===== src/include/psa_consts.svh =====
`ifndef PSA_CONSTS_SVH
`define PSA_CONSTS_SVH

`define PSA_OFF_TABLE_PAGE  8'h00
`define PSA_OFF_REMAP_PAGE  8'h04
`define PSA_OFF_CORE_CTRL   8'h08
`define PSA_OFF_FLASH_CTRL  8'h0C
`define PSA_OFF_UNLOCK_KEY  8'h10
`define PSA_OFF_STATUS      8'h14

`define PSA_CORE_REMAP_BIT  2
`define PSA_TP_CONFIG_BIT   7
`define PSA_CTL_WRITE_BIT   15
`define PSA_CTL_WRITE_ENABLE_BIT_BIT    14
`define PSA_CTL_ERR_BIT     13
`define PSA_CTL_ERASE_BIT   6

`define PSA_KEY_FIRST       8'h55
`define PSA_KEY_SECOND      8'hAA
`define PSA_OP_ROW          4'h1
`define PSA_OP_PAGE_ERASE   4'h2
`define PSA_OP_WORD         4'h3

`define PSA_ROW_ADDR_MASK   24'hFFFF80
`define PSA_PAGE_ADDR_MASK  24'hFFFC00
`define PSA_WORD_ADDR_MASK  24'hFFFFFE
`define PSA_BUF_RESET       24'hFFFFFF

`define PSA_OP_TIME_US      4000
`define PSA_CLK_MHZ         250
`define PSA_OP_CYCLES       (`PSA_OP_TIME_US * `PSA_CLK_MHZ)

`endif


===== src/include/psa_pkg.sv =====
package psa_pkg;
   typedef enum logic [2:0] {OP_RD_LO, OP_RD_HI, OP_WR_LO, OP_WR_HI, OP_DATA_RD} access_op_t;
   typedef enum logic [2:0] {ST_IDLE, ST_FETCH, ST_EXTRA, ST_WRITE, ST_FINISH} seq_state_t;
   typedef enum logic [1:0] {KEY_NONE, KEY_HALF, KEY_ARMED} key_state_t;
   typedef enum logic {FL_IDLE, FL_RUN} flash_state_t;
endpackage


===== src/verilog/holding_buffer.sv =====
`timescale 1ns/10ps
`include "psa_consts.svh"
module holding_buffer
   import psa_pkg::*;
(
   input  wire logic        hclk,
   input  wire logic        hresetn,
   input  wire logic        we_lo,
   input  wire logic        we_hi,
   input  wire logic        byte_mode,
   input  wire logic        byte_sel,
   input  wire logic [5:0]  idx,
   input  wire logic [15:0] wdata,
   input  wire logic        clear_count,
   input  wire logic [5:0]  rd_idx,
   output logic      [23:0] rd_data,
   output logic      [6:0]  load_count
);
   logic [23:0] entry_r [64];

   genvar g;
   generate
      for (g = 0; g < 64; g++) begin : g_entry
         always_ff @(posedge hclk or negedge hresetn) begin
            if (!hresetn) begin
               entry_r[g] <= `PSA_BUF_RESET;
            end else if (idx == 6'(g)) begin
               if (we_lo && (!byte_mode || !byte_sel)) entry_r[g][7:0] <= wdata[7:0];
               if (we_lo && !byte_mode) entry_r[g][15:8] <= wdata[15:8];
               if (we_lo && byte_mode && byte_sel) entry_r[g][15:8] <= wdata[7:0];
               // A byte write aimed at the phantom byte is dropped.
               if (we_hi && (!byte_mode || !byte_sel)) entry_r[g][23:16] <= wdata[7:0];
            end
         end
      end
   endgenerate

   always_ff @(posedge hclk or negedge hresetn) begin
      if (!hresetn) begin
         load_count <= 7'h00;
      end else if (clear_count) begin
         load_count <= 7'h00;
      end else if ((we_lo || we_hi) && load_count != 7'h7F) begin
         load_count <= load_count + 7'h01;
      end
   end

   assign rd_data = entry_r[rd_idx];

   logic [23:0] probe_r;
   always_ff @(posedge hclk or negedge hresetn) begin
      if (!hresetn) probe_r <= `PSA_BUF_RESET;
      else probe_r <= entry_r[idx];
   end

   property p_lo_keeps_high;
      @(posedge hclk) disable iff (!hresetn)
      (we_lo && !we_hi) |=> (entry_r[$past(idx)][23:16] == probe_r[23:16]);
   endproperty
   a_lo_keeps_high: assert property (p_lo_keeps_high) else $error("low write changed high byte");
endmodule


===== src/verilog/flash_sequencer.sv =====
`timescale 1ns/10ps
`include "psa_consts.svh"
module flash_sequencer
   import psa_pkg::*;
#(
   parameter int unsigned OP_CYCLES = `PSA_OP_CYCLES
)(
   input  wire logic        hclk,
   input  wire logic        hresetn,
   input  wire logic        ctl_we,
   input  wire logic        key_we,
   input  wire logic        any_we,
   input  wire logic [15:0] wdata,
   input  wire logic [23:0] tbl_addr,
   output logic      [15:0] ctl_value,
   output logic             busy,
   output logic      [23:0] flash_addr,
   output logic             start_erase,
   output logic             start_row,
   output logic             start_word
);
   key_state_t   key_r;
   flash_state_t st_r;
   logic [31:0]  timer_r;
   logic         write_enable_bit_r;
   logic         err_r;
   logic         erase_r;
   logic [3:0]   opsel_r;
   logic         go_req;
   logic         legal;
   logic         start;

   assign go_req = ctl_we && wdata[`PSA_CTL_WRITE_BIT] && (st_r == FL_IDLE);
   assign legal  = wdata[`PSA_CTL_ERASE_BIT] ? (wdata[3:0] == `PSA_OP_PAGE_ERASE) :
                   (wdata[3:0] == `PSA_OP_ROW || wdata[3:0] == `PSA_OP_WORD);
   assign start  = go_req && (key_r == KEY_ARMED) && wdata[`PSA_CTL_WRITE_ENABLE_BIT_BIT] && legal;

   always_ff @(posedge hclk or negedge hresetn) begin
      if (!hresetn) begin
         key_r <= KEY_NONE;
      end else if (key_we) begin
         if (key_r == KEY_HALF && wdata[7:0] == `PSA_KEY_SECOND) key_r <= KEY_ARMED;
         else if (wdata[7:0] == `PSA_KEY_FIRST) key_r <= KEY_HALF;
         else key_r <= KEY_NONE;
      end else if (any_we) begin
         key_r <= KEY_NONE;
      end
   end

   always_ff @(posedge hclk or negedge hresetn) begin
      if (!hresetn) begin
         write_enable_bit_r  <= 1'b0;
         erase_r <= 1'b0;
         opsel_r <= 4'h0;
         err_r   <= 1'b0;
      end else begin
         if (ctl_we && st_r == FL_IDLE) begin
            write_enable_bit_r  <= wdata[`PSA_CTL_WRITE_ENABLE_BIT_BIT];
            erase_r <= wdata[`PSA_CTL_ERASE_BIT];
            opsel_r <= wdata[3:0];
         end
         // A refused start wins over a clear written in the same access.
         if (go_req && !start) err_r <= 1'b1;
         else if (ctl_we) err_r <= wdata[`PSA_CTL_ERR_BIT];
      end
   end

   always_ff @(posedge hclk or negedge hresetn) begin
      if (!hresetn) begin
         st_r    <= FL_IDLE;
         timer_r <= 32'h0000_0000;
      end else if (start) begin
         st_r    <= FL_RUN;
         timer_r <= 32'h0000_0000;
      end else if (st_r == FL_RUN) begin
         timer_r <= timer_r + 32'h0000_0001;
         if (timer_r == OP_CYCLES - 1) st_r <= FL_IDLE;
      end
   end

   always_ff @(posedge hclk or negedge hresetn) begin
      if (!hresetn) begin
         flash_addr  <= 24'h000000;
         start_erase <= 1'b0;
         start_row   <= 1'b0;
         start_word  <= 1'b0;
      end else begin
         start_erase <= start && wdata[`PSA_CTL_ERASE_BIT];
         start_row   <= start && !wdata[`PSA_CTL_ERASE_BIT] && wdata[3:0] == `PSA_OP_ROW;
         start_word  <= start && !wdata[`PSA_CTL_ERASE_BIT] && wdata[3:0] == `PSA_OP_WORD;
         if (start && wdata[`PSA_CTL_ERASE_BIT]) flash_addr <= tbl_addr & `PSA_PAGE_ADDR_MASK;
         else if (start && wdata[3:0] == `PSA_OP_ROW) flash_addr <= tbl_addr & `PSA_ROW_ADDR_MASK;
         else if (start) flash_addr <= tbl_addr & `PSA_WORD_ADDR_MASK;
      end
   end

   assign busy      = (st_r == FL_RUN);
   assign ctl_value = {busy, write_enable_bit_r, err_r, 6'h00, erase_r, 2'h0, opsel_r};

   property p_start_needs_key;
      @(posedge hclk) disable iff (!hresetn)
      (start_erase || start_row || start_word) |-> ($past(key_r) == KEY_ARMED && busy);
   endproperty
   a_start_needs_key: assert property (p_start_needs_key) else $error("start without key");

   property p_run_ends;
      @(posedge hclk) disable iff (!hresetn)
      (busy && timer_r == OP_CYCLES - 1) |=> (!busy && !ctl_value[15]);
   endproperty
   a_run_ends: assert property (p_run_ends) else $error("operation did not end on time");

   property p_run_holds;
      @(posedge hclk) disable iff (!hresetn)
      (busy && timer_r < OP_CYCLES - 1) |=> busy;
   endproperty
   a_run_holds: assert property (p_run_holds) else $error("operation ended early");

   c_start_row: cover property (@(posedge hclk) disable iff (!hresetn) start_row);
endmodule


===== src/verilog/program_space_access_unit.sv =====
// The placing of the registers and the AHB-Lite register port were decided locally.
`timescale 1ns/10ps
`include "psa_consts.svh"
module program_space_access_unit
   import psa_pkg::*;
#(
   parameter int unsigned OP_CYCLES = `PSA_OP_CYCLES
)(
   input  wire logic        hclk,
   input  wire logic        hresetn,
   input  wire logic        hsel,
   input  wire logic [31:0] haddr,
   input  wire logic [1:0]  htrans,
   input  wire logic        hwrite,
   input  wire logic [2:0]  hsize,
   input  wire logic [31:0] hwdata,
   input  wire logic        hready,
   output logic             hreadyout,
   output logic             hresp,
   output logic      [31:0] hrdata,
   input  wire logic        cpu_req,
   input  wire access_op_t  cpu_op,
   input  wire logic [15:0] cpu_ea,
   input  wire logic        cpu_byte_mode,
   input  wire logic [15:0] cpu_wdata,
   input  wire logic        cpu_is_move,
   input  wire logic        cpu_in_repeat,
   input  wire logic        cpu_repeat_edge,
   output logic             cpu_done,
   output logic             cpu_busy,
   output logic      [15:0] cpu_rdata,
   output logic             cpu_data_space,
   output logic             cpu_stall,
   output logic      [23:0] pm_addr,
   output logic             pm_rd,
   output logic             pm_config_space,
   input  wire logic [23:0] pm_rdata,
   output logic      [23:0] flash_addr,
   output logic             flash_erase_page,
   output logic             flash_program_row,
   output logic             flash_program_word,
   input  wire logic [5:0]  flash_row_idx,
   output logic      [23:0] flash_row_data
);
   logic [7:0]  table_page_value_r;
   logic [7:0]  remap_page_value_r;
   logic        remap_window_enable_r;
   logic        ap_valid_r;
   logic        ap_write_r;
   logic [7:0]  ap_off_r;
   logic        ap_hit_r;
   logic [31:0] hrdata_r;
   logic [31:0] rd_mux;
   logic        wr_en;
   logic [15:0] ctl_value;
   logic        flash_busy;
   logic [6:0]  load_count;
   logic [23:0] wr_addr_r;

   seq_state_t  state_r;
   access_op_t  op_r;
   logic [15:0] ea_r;
   logic        byte_r;
   logic [15:0] wdata_r;
   logic [1:0]  extra_r;
   logic [1:0]  extra_nxt;
   logic        accept;
   logic        remap_hit;
   logic        flash_started;

   // Register bus: zero-wait AHB-Lite slave, always OKAY.
   assign hreadyout = 1'b1;
   assign hresp     = 1'b0;
   assign hrdata    = hrdata_r;

   always_comb begin
      rd_mux = 32'h0000_0000;
      if (haddr[31:8] == 24'h000000) begin
         unique case (haddr[7:0])
            `PSA_OFF_TABLE_PAGE: rd_mux = {24'h000000, table_page_value_r};
            `PSA_OFF_REMAP_PAGE: rd_mux = {24'h000000, remap_page_value_r};
            `PSA_OFF_CORE_CTRL:  rd_mux = {29'h0000_0000, remap_window_enable_r, 2'h0};
            `PSA_OFF_FLASH_CTRL: rd_mux = {16'h0000, ctl_value};
            `PSA_OFF_STATUS:     rd_mux = {23'h000000, load_count, cpu_busy, flash_busy};
            default:             rd_mux = 32'h0000_0000;
         endcase
      end
   end

   always_ff @(posedge hclk or negedge hresetn) begin
      if (!hresetn) begin
         ap_valid_r <= 1'b0;
         ap_write_r <= 1'b0;
         ap_off_r   <= 8'h00;
         ap_hit_r   <= 1'b0;
         hrdata_r   <= 32'h0000_0000;
      end else begin
         ap_valid_r <= hsel && htrans[1] && hready;
         ap_write_r <= hwrite;
         ap_off_r   <= haddr[7:0];
         ap_hit_r   <= (haddr[31:8] == 24'h000000);
         if (hsel && htrans[1] && hready && !hwrite) hrdata_r <= rd_mux;
      end
   end

   assign wr_en = ap_valid_r && ap_write_r && ap_hit_r;

   always_ff @(posedge hclk or negedge hresetn) begin
      if (!hresetn) begin
         table_page_value_r    <= 8'h00;
         remap_page_value_r    <= 8'h00;
         remap_window_enable_r <= 1'b0;
      end else if (wr_en) begin
         if (ap_off_r == `PSA_OFF_TABLE_PAGE) table_page_value_r <= hwdata[7:0];
         if (ap_off_r == `PSA_OFF_REMAP_PAGE) remap_page_value_r <= hwdata[7:0];
         if (ap_off_r == `PSA_OFF_CORE_CTRL) remap_window_enable_r <= hwdata[`PSA_CORE_REMAP_BIT];
      end
   end

   // Core-side sequencer: one access at a time, held off while flash runs.
   assign remap_hit = remap_window_enable_r && cpu_ea[15];
   assign accept    = (state_r == ST_IDLE) && cpu_req && !flash_busy;
   assign cpu_stall = flash_busy;
   assign cpu_done  = (state_r == ST_FINISH);
   assign cpu_busy  = (state_r != ST_IDLE);
   assign pm_rd     = (state_r == ST_FETCH);

   always_comb begin
      if (cpu_in_repeat) extra_nxt = cpu_repeat_edge ? 2'd2 : 2'd0;
      else extra_nxt = cpu_is_move ? 2'd1 : 2'd2;
   end

   function automatic logic [15:0] format_read(access_op_t op, logic bm, logic bs, logic [23:0] p);
      logic [15:0] r;
      r = 16'h0000;
      if (op == OP_RD_HI) begin
         if (!bm || !bs) r = {8'h00, p[23:16]};
      end else if (!bm) begin
         r = p[15:0];
      end else begin
         r = bs ? {8'h00, p[15:8]} : {8'h00, p[7:0]};
      end
      return r;
   endfunction

   always_ff @(posedge hclk or negedge hresetn) begin
      if (!hresetn) begin
         state_r <= ST_IDLE;
         extra_r <= 2'd0;
      end else begin
         unique case (state_r)
            ST_IDLE: begin
               if (accept) begin
                  extra_r <= extra_nxt;
                  if (cpu_op == OP_WR_LO || cpu_op == OP_WR_HI) state_r <= ST_WRITE;
                  else if (cpu_op == OP_DATA_RD && !remap_hit) state_r <= ST_FINISH;
                  else state_r <= ST_FETCH;
               end
            end
            ST_FETCH: begin
               if (op_r == OP_DATA_RD && extra_r != 2'd0) state_r <= ST_EXTRA;
               else state_r <= ST_FINISH;
            end
            ST_EXTRA: begin
               extra_r <= extra_r - 2'd1;
               if (extra_r == 2'd1) state_r <= ST_FINISH;
            end
            ST_WRITE: state_r <= ST_FINISH;
            ST_FINISH: state_r <= ST_IDLE;
         endcase
      end
   end

   always_ff @(posedge hclk or negedge hresetn) begin
      if (!hresetn) begin
         op_r            <= OP_RD_LO;
         ea_r            <= 16'h0000;
         byte_r          <= 1'b0;
         wdata_r         <= 16'h0000;
         pm_addr         <= 24'h000000;
         pm_config_space <= 1'b0;
         cpu_data_space  <= 1'b0;
         wr_addr_r       <= 24'h000000;
      end else if (accept) begin
         op_r           <= cpu_op;
         ea_r           <= cpu_ea;
         byte_r         <= cpu_byte_mode;
         wdata_r        <= cpu_wdata;
         cpu_data_space <= (cpu_op == OP_DATA_RD) && !remap_hit;
         if (cpu_op == OP_DATA_RD) begin
            pm_addr         <= {1'b0, remap_page_value_r, cpu_ea[14:0]};
            pm_config_space <= 1'b0;
         end else begin
            pm_addr         <= {table_page_value_r, cpu_ea};
            pm_config_space <= table_page_value_r[`PSA_TP_CONFIG_BIT];
         end
         if (cpu_op == OP_WR_LO || cpu_op == OP_WR_HI) wr_addr_r <= {table_page_value_r, cpu_ea};
      end
   end

   always_ff @(posedge hclk or negedge hresetn) begin
      if (!hresetn) cpu_rdata <= 16'h0000;
      else if (state_r == ST_FETCH) cpu_rdata <= format_read(op_r, byte_r, ea_r[0], pm_rdata);
   end

   // Buffer slot comes from address bits 6:1 since each word spans two addresses.
   holding_buffer u_buf (
      .hclk        (hclk),
      .hresetn     (hresetn),
      .we_lo       (state_r == ST_WRITE && op_r == OP_WR_LO),
      .we_hi       (state_r == ST_WRITE && op_r == OP_WR_HI),
      .byte_mode   (byte_r),
      .byte_sel    (ea_r[0]),
      .idx         (ea_r[6:1]),
      .wdata       (wdata_r),
      .clear_count (flash_started),
      .rd_idx      (flash_row_idx),
      .rd_data     (flash_row_data),
      .load_count  (load_count)
   );

   assign flash_started = flash_erase_page || flash_program_row || flash_program_word;

   flash_sequencer #(.OP_CYCLES(OP_CYCLES)) u_seq (
      .hclk        (hclk),
      .hresetn     (hresetn),
      .ctl_we      (wr_en && ap_off_r == `PSA_OFF_FLASH_CTRL),
      .key_we      (wr_en && ap_off_r == `PSA_OFF_UNLOCK_KEY),
      .any_we      (wr_en),
      .wdata       (hwdata[15:0]),
      .tbl_addr    (wr_addr_r),
      .ctl_value   (ctl_value),
      .busy        (flash_busy),
      .flash_addr  (flash_addr),
      .start_erase (flash_erase_page),
      .start_row   (flash_program_row),
      .start_word  (flash_program_word)
   );

   property p_table_addr;
      @(posedge hclk) disable iff (!hresetn)
      (accept && cpu_op inside {OP_RD_LO, OP_RD_HI}) |=>
         (pm_rd && pm_addr == {$past(table_page_value_r), $past(cpu_ea)}
          && pm_config_space == pm_addr[23]);
   endproperty
   a_table_addr: assert property (p_table_addr) else $error("table address wrong");

   property p_remap_addr;
      @(posedge hclk) disable iff (!hresetn)
      (pm_rd && op_r == OP_DATA_RD) |-> (pm_addr[23] == 1'b0 && pm_addr[15] == remap_page_value_r[0]
                                         && pm_addr[14:0] == ea_r[14:0]);
   endproperty
   a_remap_addr: assert property (p_remap_addr) else $error("remap address wrong");

   property p_high_word;
      @(posedge hclk) disable iff (!hresetn)
      (pm_rd && op_r == OP_RD_HI && !byte_r) |=> (cpu_done && cpu_rdata == {8'h00, $past(pm_rdata[23:16])});
   endproperty
   a_high_word: assert property (p_high_word) else $error("high word read wrong");

   property p_phantom;
      @(posedge hclk) disable iff (!hresetn)
      (pm_rd && op_r == OP_RD_HI && byte_r && ea_r[0]) |=> (cpu_rdata == 16'h0000);
   endproperty
   a_phantom: assert property (p_phantom) else $error("phantom byte not zero");

   property p_low_byte;
      @(posedge hclk) disable iff (!hresetn)
      (pm_rd && op_r == OP_RD_LO && byte_r) |=>
         (cpu_rdata[7:0] == ($past(ea_r[0]) ? $past(pm_rdata[15:8]) : $past(pm_rdata[7:0])));
   endproperty
   a_low_byte: assert property (p_low_byte) else $error("low byte select wrong");

   property p_move_remap;
      @(posedge hclk) disable iff (!hresetn)
      (accept && cpu_op == OP_DATA_RD && remap_hit && !cpu_in_repeat && cpu_is_move) |-> ##3 cpu_done;
   endproperty
   a_move_remap: assert property (p_move_remap) else $error("move remap timing wrong");

   property p_other_remap;
      @(posedge hclk) disable iff (!hresetn)
      (accept && cpu_op == OP_DATA_RD && remap_hit && (cpu_in_repeat ? cpu_repeat_edge : !cpu_is_move))
         |-> !cpu_done [*4] ##1 cpu_done;
   endproperty
   a_other_remap: assert property (p_other_remap) else $error("two-cycle remap timing wrong");

   property p_repeat_fast;
      @(posedge hclk) disable iff (!hresetn)
      (accept && cpu_op == OP_DATA_RD && remap_hit && cpu_in_repeat && !cpu_repeat_edge) |-> ##2 cpu_done;
   endproperty
   a_repeat_fast: assert property (p_repeat_fast) else $error("repeat middle timing wrong");

   property p_write_two;
      @(posedge hclk) disable iff (!hresetn)
      (accept && cpu_op inside {OP_WR_LO, OP_WR_HI}) |-> ##1 (!pm_rd && !flash_started) ##1 cpu_done;
   endproperty
   a_write_two: assert property (p_write_two) else $error("table write timing wrong");

   property p_no_fetch_in_flash;
      @(posedge hclk) disable iff (!hresetn)
      flash_busy |-> !accept;
   endproperty
   a_no_fetch_in_flash: assert property (p_no_fetch_in_flash) else $error("access during flash op");

   c_remap_move: cover property (@(posedge hclk) disable iff (!hresetn) accept && remap_hit && cpu_is_move);
   c_table_write: cover property (@(posedge hclk) disable iff (!hresetn) accept && cpu_op == OP_WR_HI);
   c_config_read: cover property (@(posedge hclk) disable iff (!hresetn) pm_rd && pm_config_space);
endmodule


===== config.mk =====
export PLATFORM = sky130hd
export DESIGN_NAME = program_space_access_unit
export DESIGN_NICKNAME = d
export VERILOG_FILES = /design/src/include/psa_pkg.sv /design/src/verilog/holding_buffer.sv /design/src/verilog/flash_sequencer.sv /design/src/verilog/program_space_access_unit.sv
export VERILOG_INCLUDE_DIRS = /design/src /design/src/include
export SDC_FILE = /design/constraint.sdc
export NUM_CORES = 2
export LEC_CHECK = 0
export BUFFER_PORTS_ARGS = -buffer_cell sky130_fd_sc_hd__buf_2
export CAP_MARGIN = 20
export CORE_ASPECT_RATIO = 1.5
export CORE_MARGIN = 4
export CORE_UTILIZATION = 41
export CTS_BUF_LIST = sky130_fd_sc_hd__clkbuf_16
export DETAILED_ROUTE_END_ITERATION = 10
export PLACE_DENSITY_LB_ADDON = 0.12
export SYNTH_ARGS = -nofsm -noshare
export SYNTH_HDL_FRONTEND = slang
export SYNTH_HIERARCHICAL = 1
export SYNTH_SLANG_ARGS = --single-unit

===== constraint.sdc =====
create_clock -name hclk -period 2.3 [get_ports hclk]
set_input_delay 0.46 -clock hclk [delete_from_list [all_inputs] [get_ports hclk]]
set_output_delay 0.46 -clock hclk [all_outputs]
set_load 0.02 [all_outputs]

==> reports/qor.csv <==
stage,metric,value,unit
run_status,outcome,"finished, violations left",
run_status,violations,negative setup slack,
critical_path,timing.critical_path.to,flash_row_data[18],
timing,clock_skew,0.0545,ns
timing,rsz0062_at_grt,yes,
timing,final-max-slew-violation-count,0,
timing,crit_path_time_final,3.24,ns
detailed_routing,firstDrtPassIters,5,
placed_design,place_congestion,0.833,
global_routing,grt_use_total,23.7,%
power,power_density,657,nW/um2
floorplanning,die_width,371,um
timing,worst-slew-pin-transition,0.717,ns
critical_path,crit_slowest_cell,mux4_2,
detailed_routing,post_drt_via_cell_ratio,5.42,
global_routing,grt_pass1_vias,55600,
power,p_leak,39.9,nW
synth,postSynthCellCount,6042,
clock_tree,clkLatencyLatePin,0.84,ns
cells_and_area,nNetsFinal,6907,
hold_path,min-delay-path-class,in2reg,
global_routing,grt-ovfl-total,0,
timing,setup_violations_final,24,
global_routing,grt_antenna_before_repair,3,
clock_tree,cts_tree,yes,
timing,final-hold-violation-count,0,
critical_path,timing.rr.end,u_buf/entry_r[163],
cells_and_area,layout.area.seq,45600,um2
global_routing,largest_net_degree_at_the_start_of_global_routing,85,
clock_tree,cts_root_buf,clkbuf_16,
placed_design,place_ws,-1.19,ns
critical_path,max_stage_delay,0.50,ns
critical_path,regToRegSetupSlack,0.12,ns
detailed_routing,drt_wl_total,245000,um
synth,post_synth_instance_area,80900,um2
critical_path,crit_required,1.84,ns
clock_tree,tritoncts.num_buffers,183,
detailed_routing,dr_total_vias,51600,
cells_and_area,areaGrowthSynthToFinish,22.9,%
timing,layout_setup_ws,-0.943,ns
hold_path,hp-start,cpu_repeat_edge,
critical_path,timing.critical_path.from_type,flip-flop,
floorplanning,starting_utilization_of_the_core_area,41.2,%
critical_path,critPathKind,reg2out,
placed_design,dpl_cell_area,91400,um2
synth,yosysWarningCount,6,
detailed_routing,ant_nets,0,
power,vdd.ir_drop.worst,0.000594,V
clock_tree,ctsHtreeMaxLevel,4,
cells_and_area,fill_cells,17200,
detailed_routing,first_iter_violations,2770,
critical_path,crit_arrival,2.78,ns
detailed_routing,route.detailed.drc,0,
floorplanning,core_area,196000,um2
clock_tree,clock_pin_slew_on_the_worst_setup_and_hold_paths,0.06,ns
floorplanning,die_area,205000,um2
placed_design,portBuffers,230,
timing,period_share,141,%
cells_and_area,multiInputGateArea,34700,um2
cells_and_area,final_area,99400,um2
floorplanning,placement_rows,199,
detailed_routing,routed_wire_length_per_instance,25.7,um
timing,timing.slew.headroom,52.2,%
floorplanning,ioPinCount,275,
timing,max_freq,308,MHz
critical_path,worst_setup_path_startpoint,u_buf/entry_r[1194],
critical_path,cp_max_fo,2,
critical_path,critical_path.cell_chain,mux4_2 -> mux4_2 -> o22ai_2 -> buf_6 -> o31ai_4 -> buf_6,
critical_path,setup.worst_path.end_class,output pin,
global_routing,grt_first_pass_wirelength,367000,um
critical_path,cell_depth_of_the_worst_flop_to_flop_path,8,
clock_tree,cts_num_sinks,1744,
critical_path,regToRegStartpoint,state_r[2],
clock_tree,cts-root-to-sink-buffers,4,
flow_run,timing.max_cap.violations,0,
synth,synthesis.area_per_instance,13.4,um2
cells_and_area,fraction_of_final_layout_cells_with_drive_strength_greater_than_1,64.4,%
floorplanning,vert_die_dim,552,um
placed_design,detailedPlacementHpwl,170000,um
-- repair_timing --
item / 4_1_cts / 5_1_grt
hold buffers: 76 / 0
resized for setup: 219 / 184
pin swaps: 44 / 30
endpoints found under the setup margin: 55 / 174
cloned: 1 / 7
buffers inserted: 5 / 10
hold endpoints to repair: 197 / 0
-- state kept, by name (all words and copies together), names as in the netlist, 4 cells and up --
signal	count
table_page_value_r	8
u_buf/entry_r	1536
u_seq/timer_r	32
wdata_r	16
u_buf/load_count	7
pm_addr	24
hrdata	16
ap_off_r	8
wr_addr_r	23
remap_page_value_r	8
u_seq/opsel_r	4
u_seq/flash_addr	23
cpu_rdata	16
-- worst max-delay path: cells and delay by family, from the launching register on --
family          cells  cell delay [ns]
flops               1             0.37
buf+inv             2             0.32
mux                 2             0.98
compound gates      2             0.28
-- power by group --
group | internal [mW] | leakage, nW | switching [mW]
Sequential | 31.1 | 18.5 | 0.276
Combinational | 2.02 | 18.5 | 3.38
Clock | 16.1 | 2.90 | 12.5
-- metrics by stage --
stage          hold WS, ns  util [%]  instances  TNS (ns)  power, mW
2_1_floorplan        0.164         -       6066     -1.89       34.0
3_3_place_gp         0.455      46.6       9098    -24.42       36.7
3_5_place_dp         0.453      46.6       9098    -24.22       36.8
4_1_cts             0.0234      50.4       9499    -20.73       66.2
5_1_grt             0.0874      50.7       9513    -20.26       67.9
6_report            0.0849      50.7       9517    -18.67       65.3
-- cell usage in the layout (no fill, tap or decap), types with 33 or more instances in the layout --
cell type and n:
dfstp_2 1536, mux2_2 1068, nand2_1 888, o21ai_0 465, buf_4 445, mux4_2 390
buf_12 213, buf_2 198, dfrtp_1 197, clkbuf_16 193, nor2_1 130, o21ai_1 126
nand3_1 88, dlygate4sd3_1 76, mux2i_1 59, nor2_2 48, inv_1 46, clkinv_1 46
a21oi_1 35, buf_6 35, mux2_4 34, o22ai_1 33
-- final cells by class --
class,instances,share of cell area (%)
sequential,1744,45.9
multi-input combinational,3836,34.9
timing repair buffer,982,10.2
clock buffer,186,4.68
tap,2613,3.29
clock inverter,139,0.977
inverter,12,0.0503
antenna,5,0.0126
-- layer usage --
metal | up-vias | track usage (%) | part of all wire, % | wire length (um)
li1 | 23200 | - | - | -
met1 | 27100 | 29.3 | 40 | 98800
met2 | 954 | 42.2 | 52 | 127000
met3 | 392 | 2.80 | 3.2 | 7740
met4 | 0 | 9.06 | 4.5 | 11100
met5 | - | 0 | 0 | 0
-- worst min path at each step --
stage                          end  slack, ns  depth (start not counted)
3_5_place_dp   u_seq/flash_addr[9]       0.45                          2
4_1_cts                 extra_r[1]       0.02                          4
5_1_grt                 extra_r[1]       0.09                          4
3_3_place_gp            pm_addr[8]       0.46                          2
2_1_floorplan             ap_hit_r       0.16                          0
6_report                extra_r[1]       0.08                          4
No activity file was read; power rests on OpenSTA's default activity.
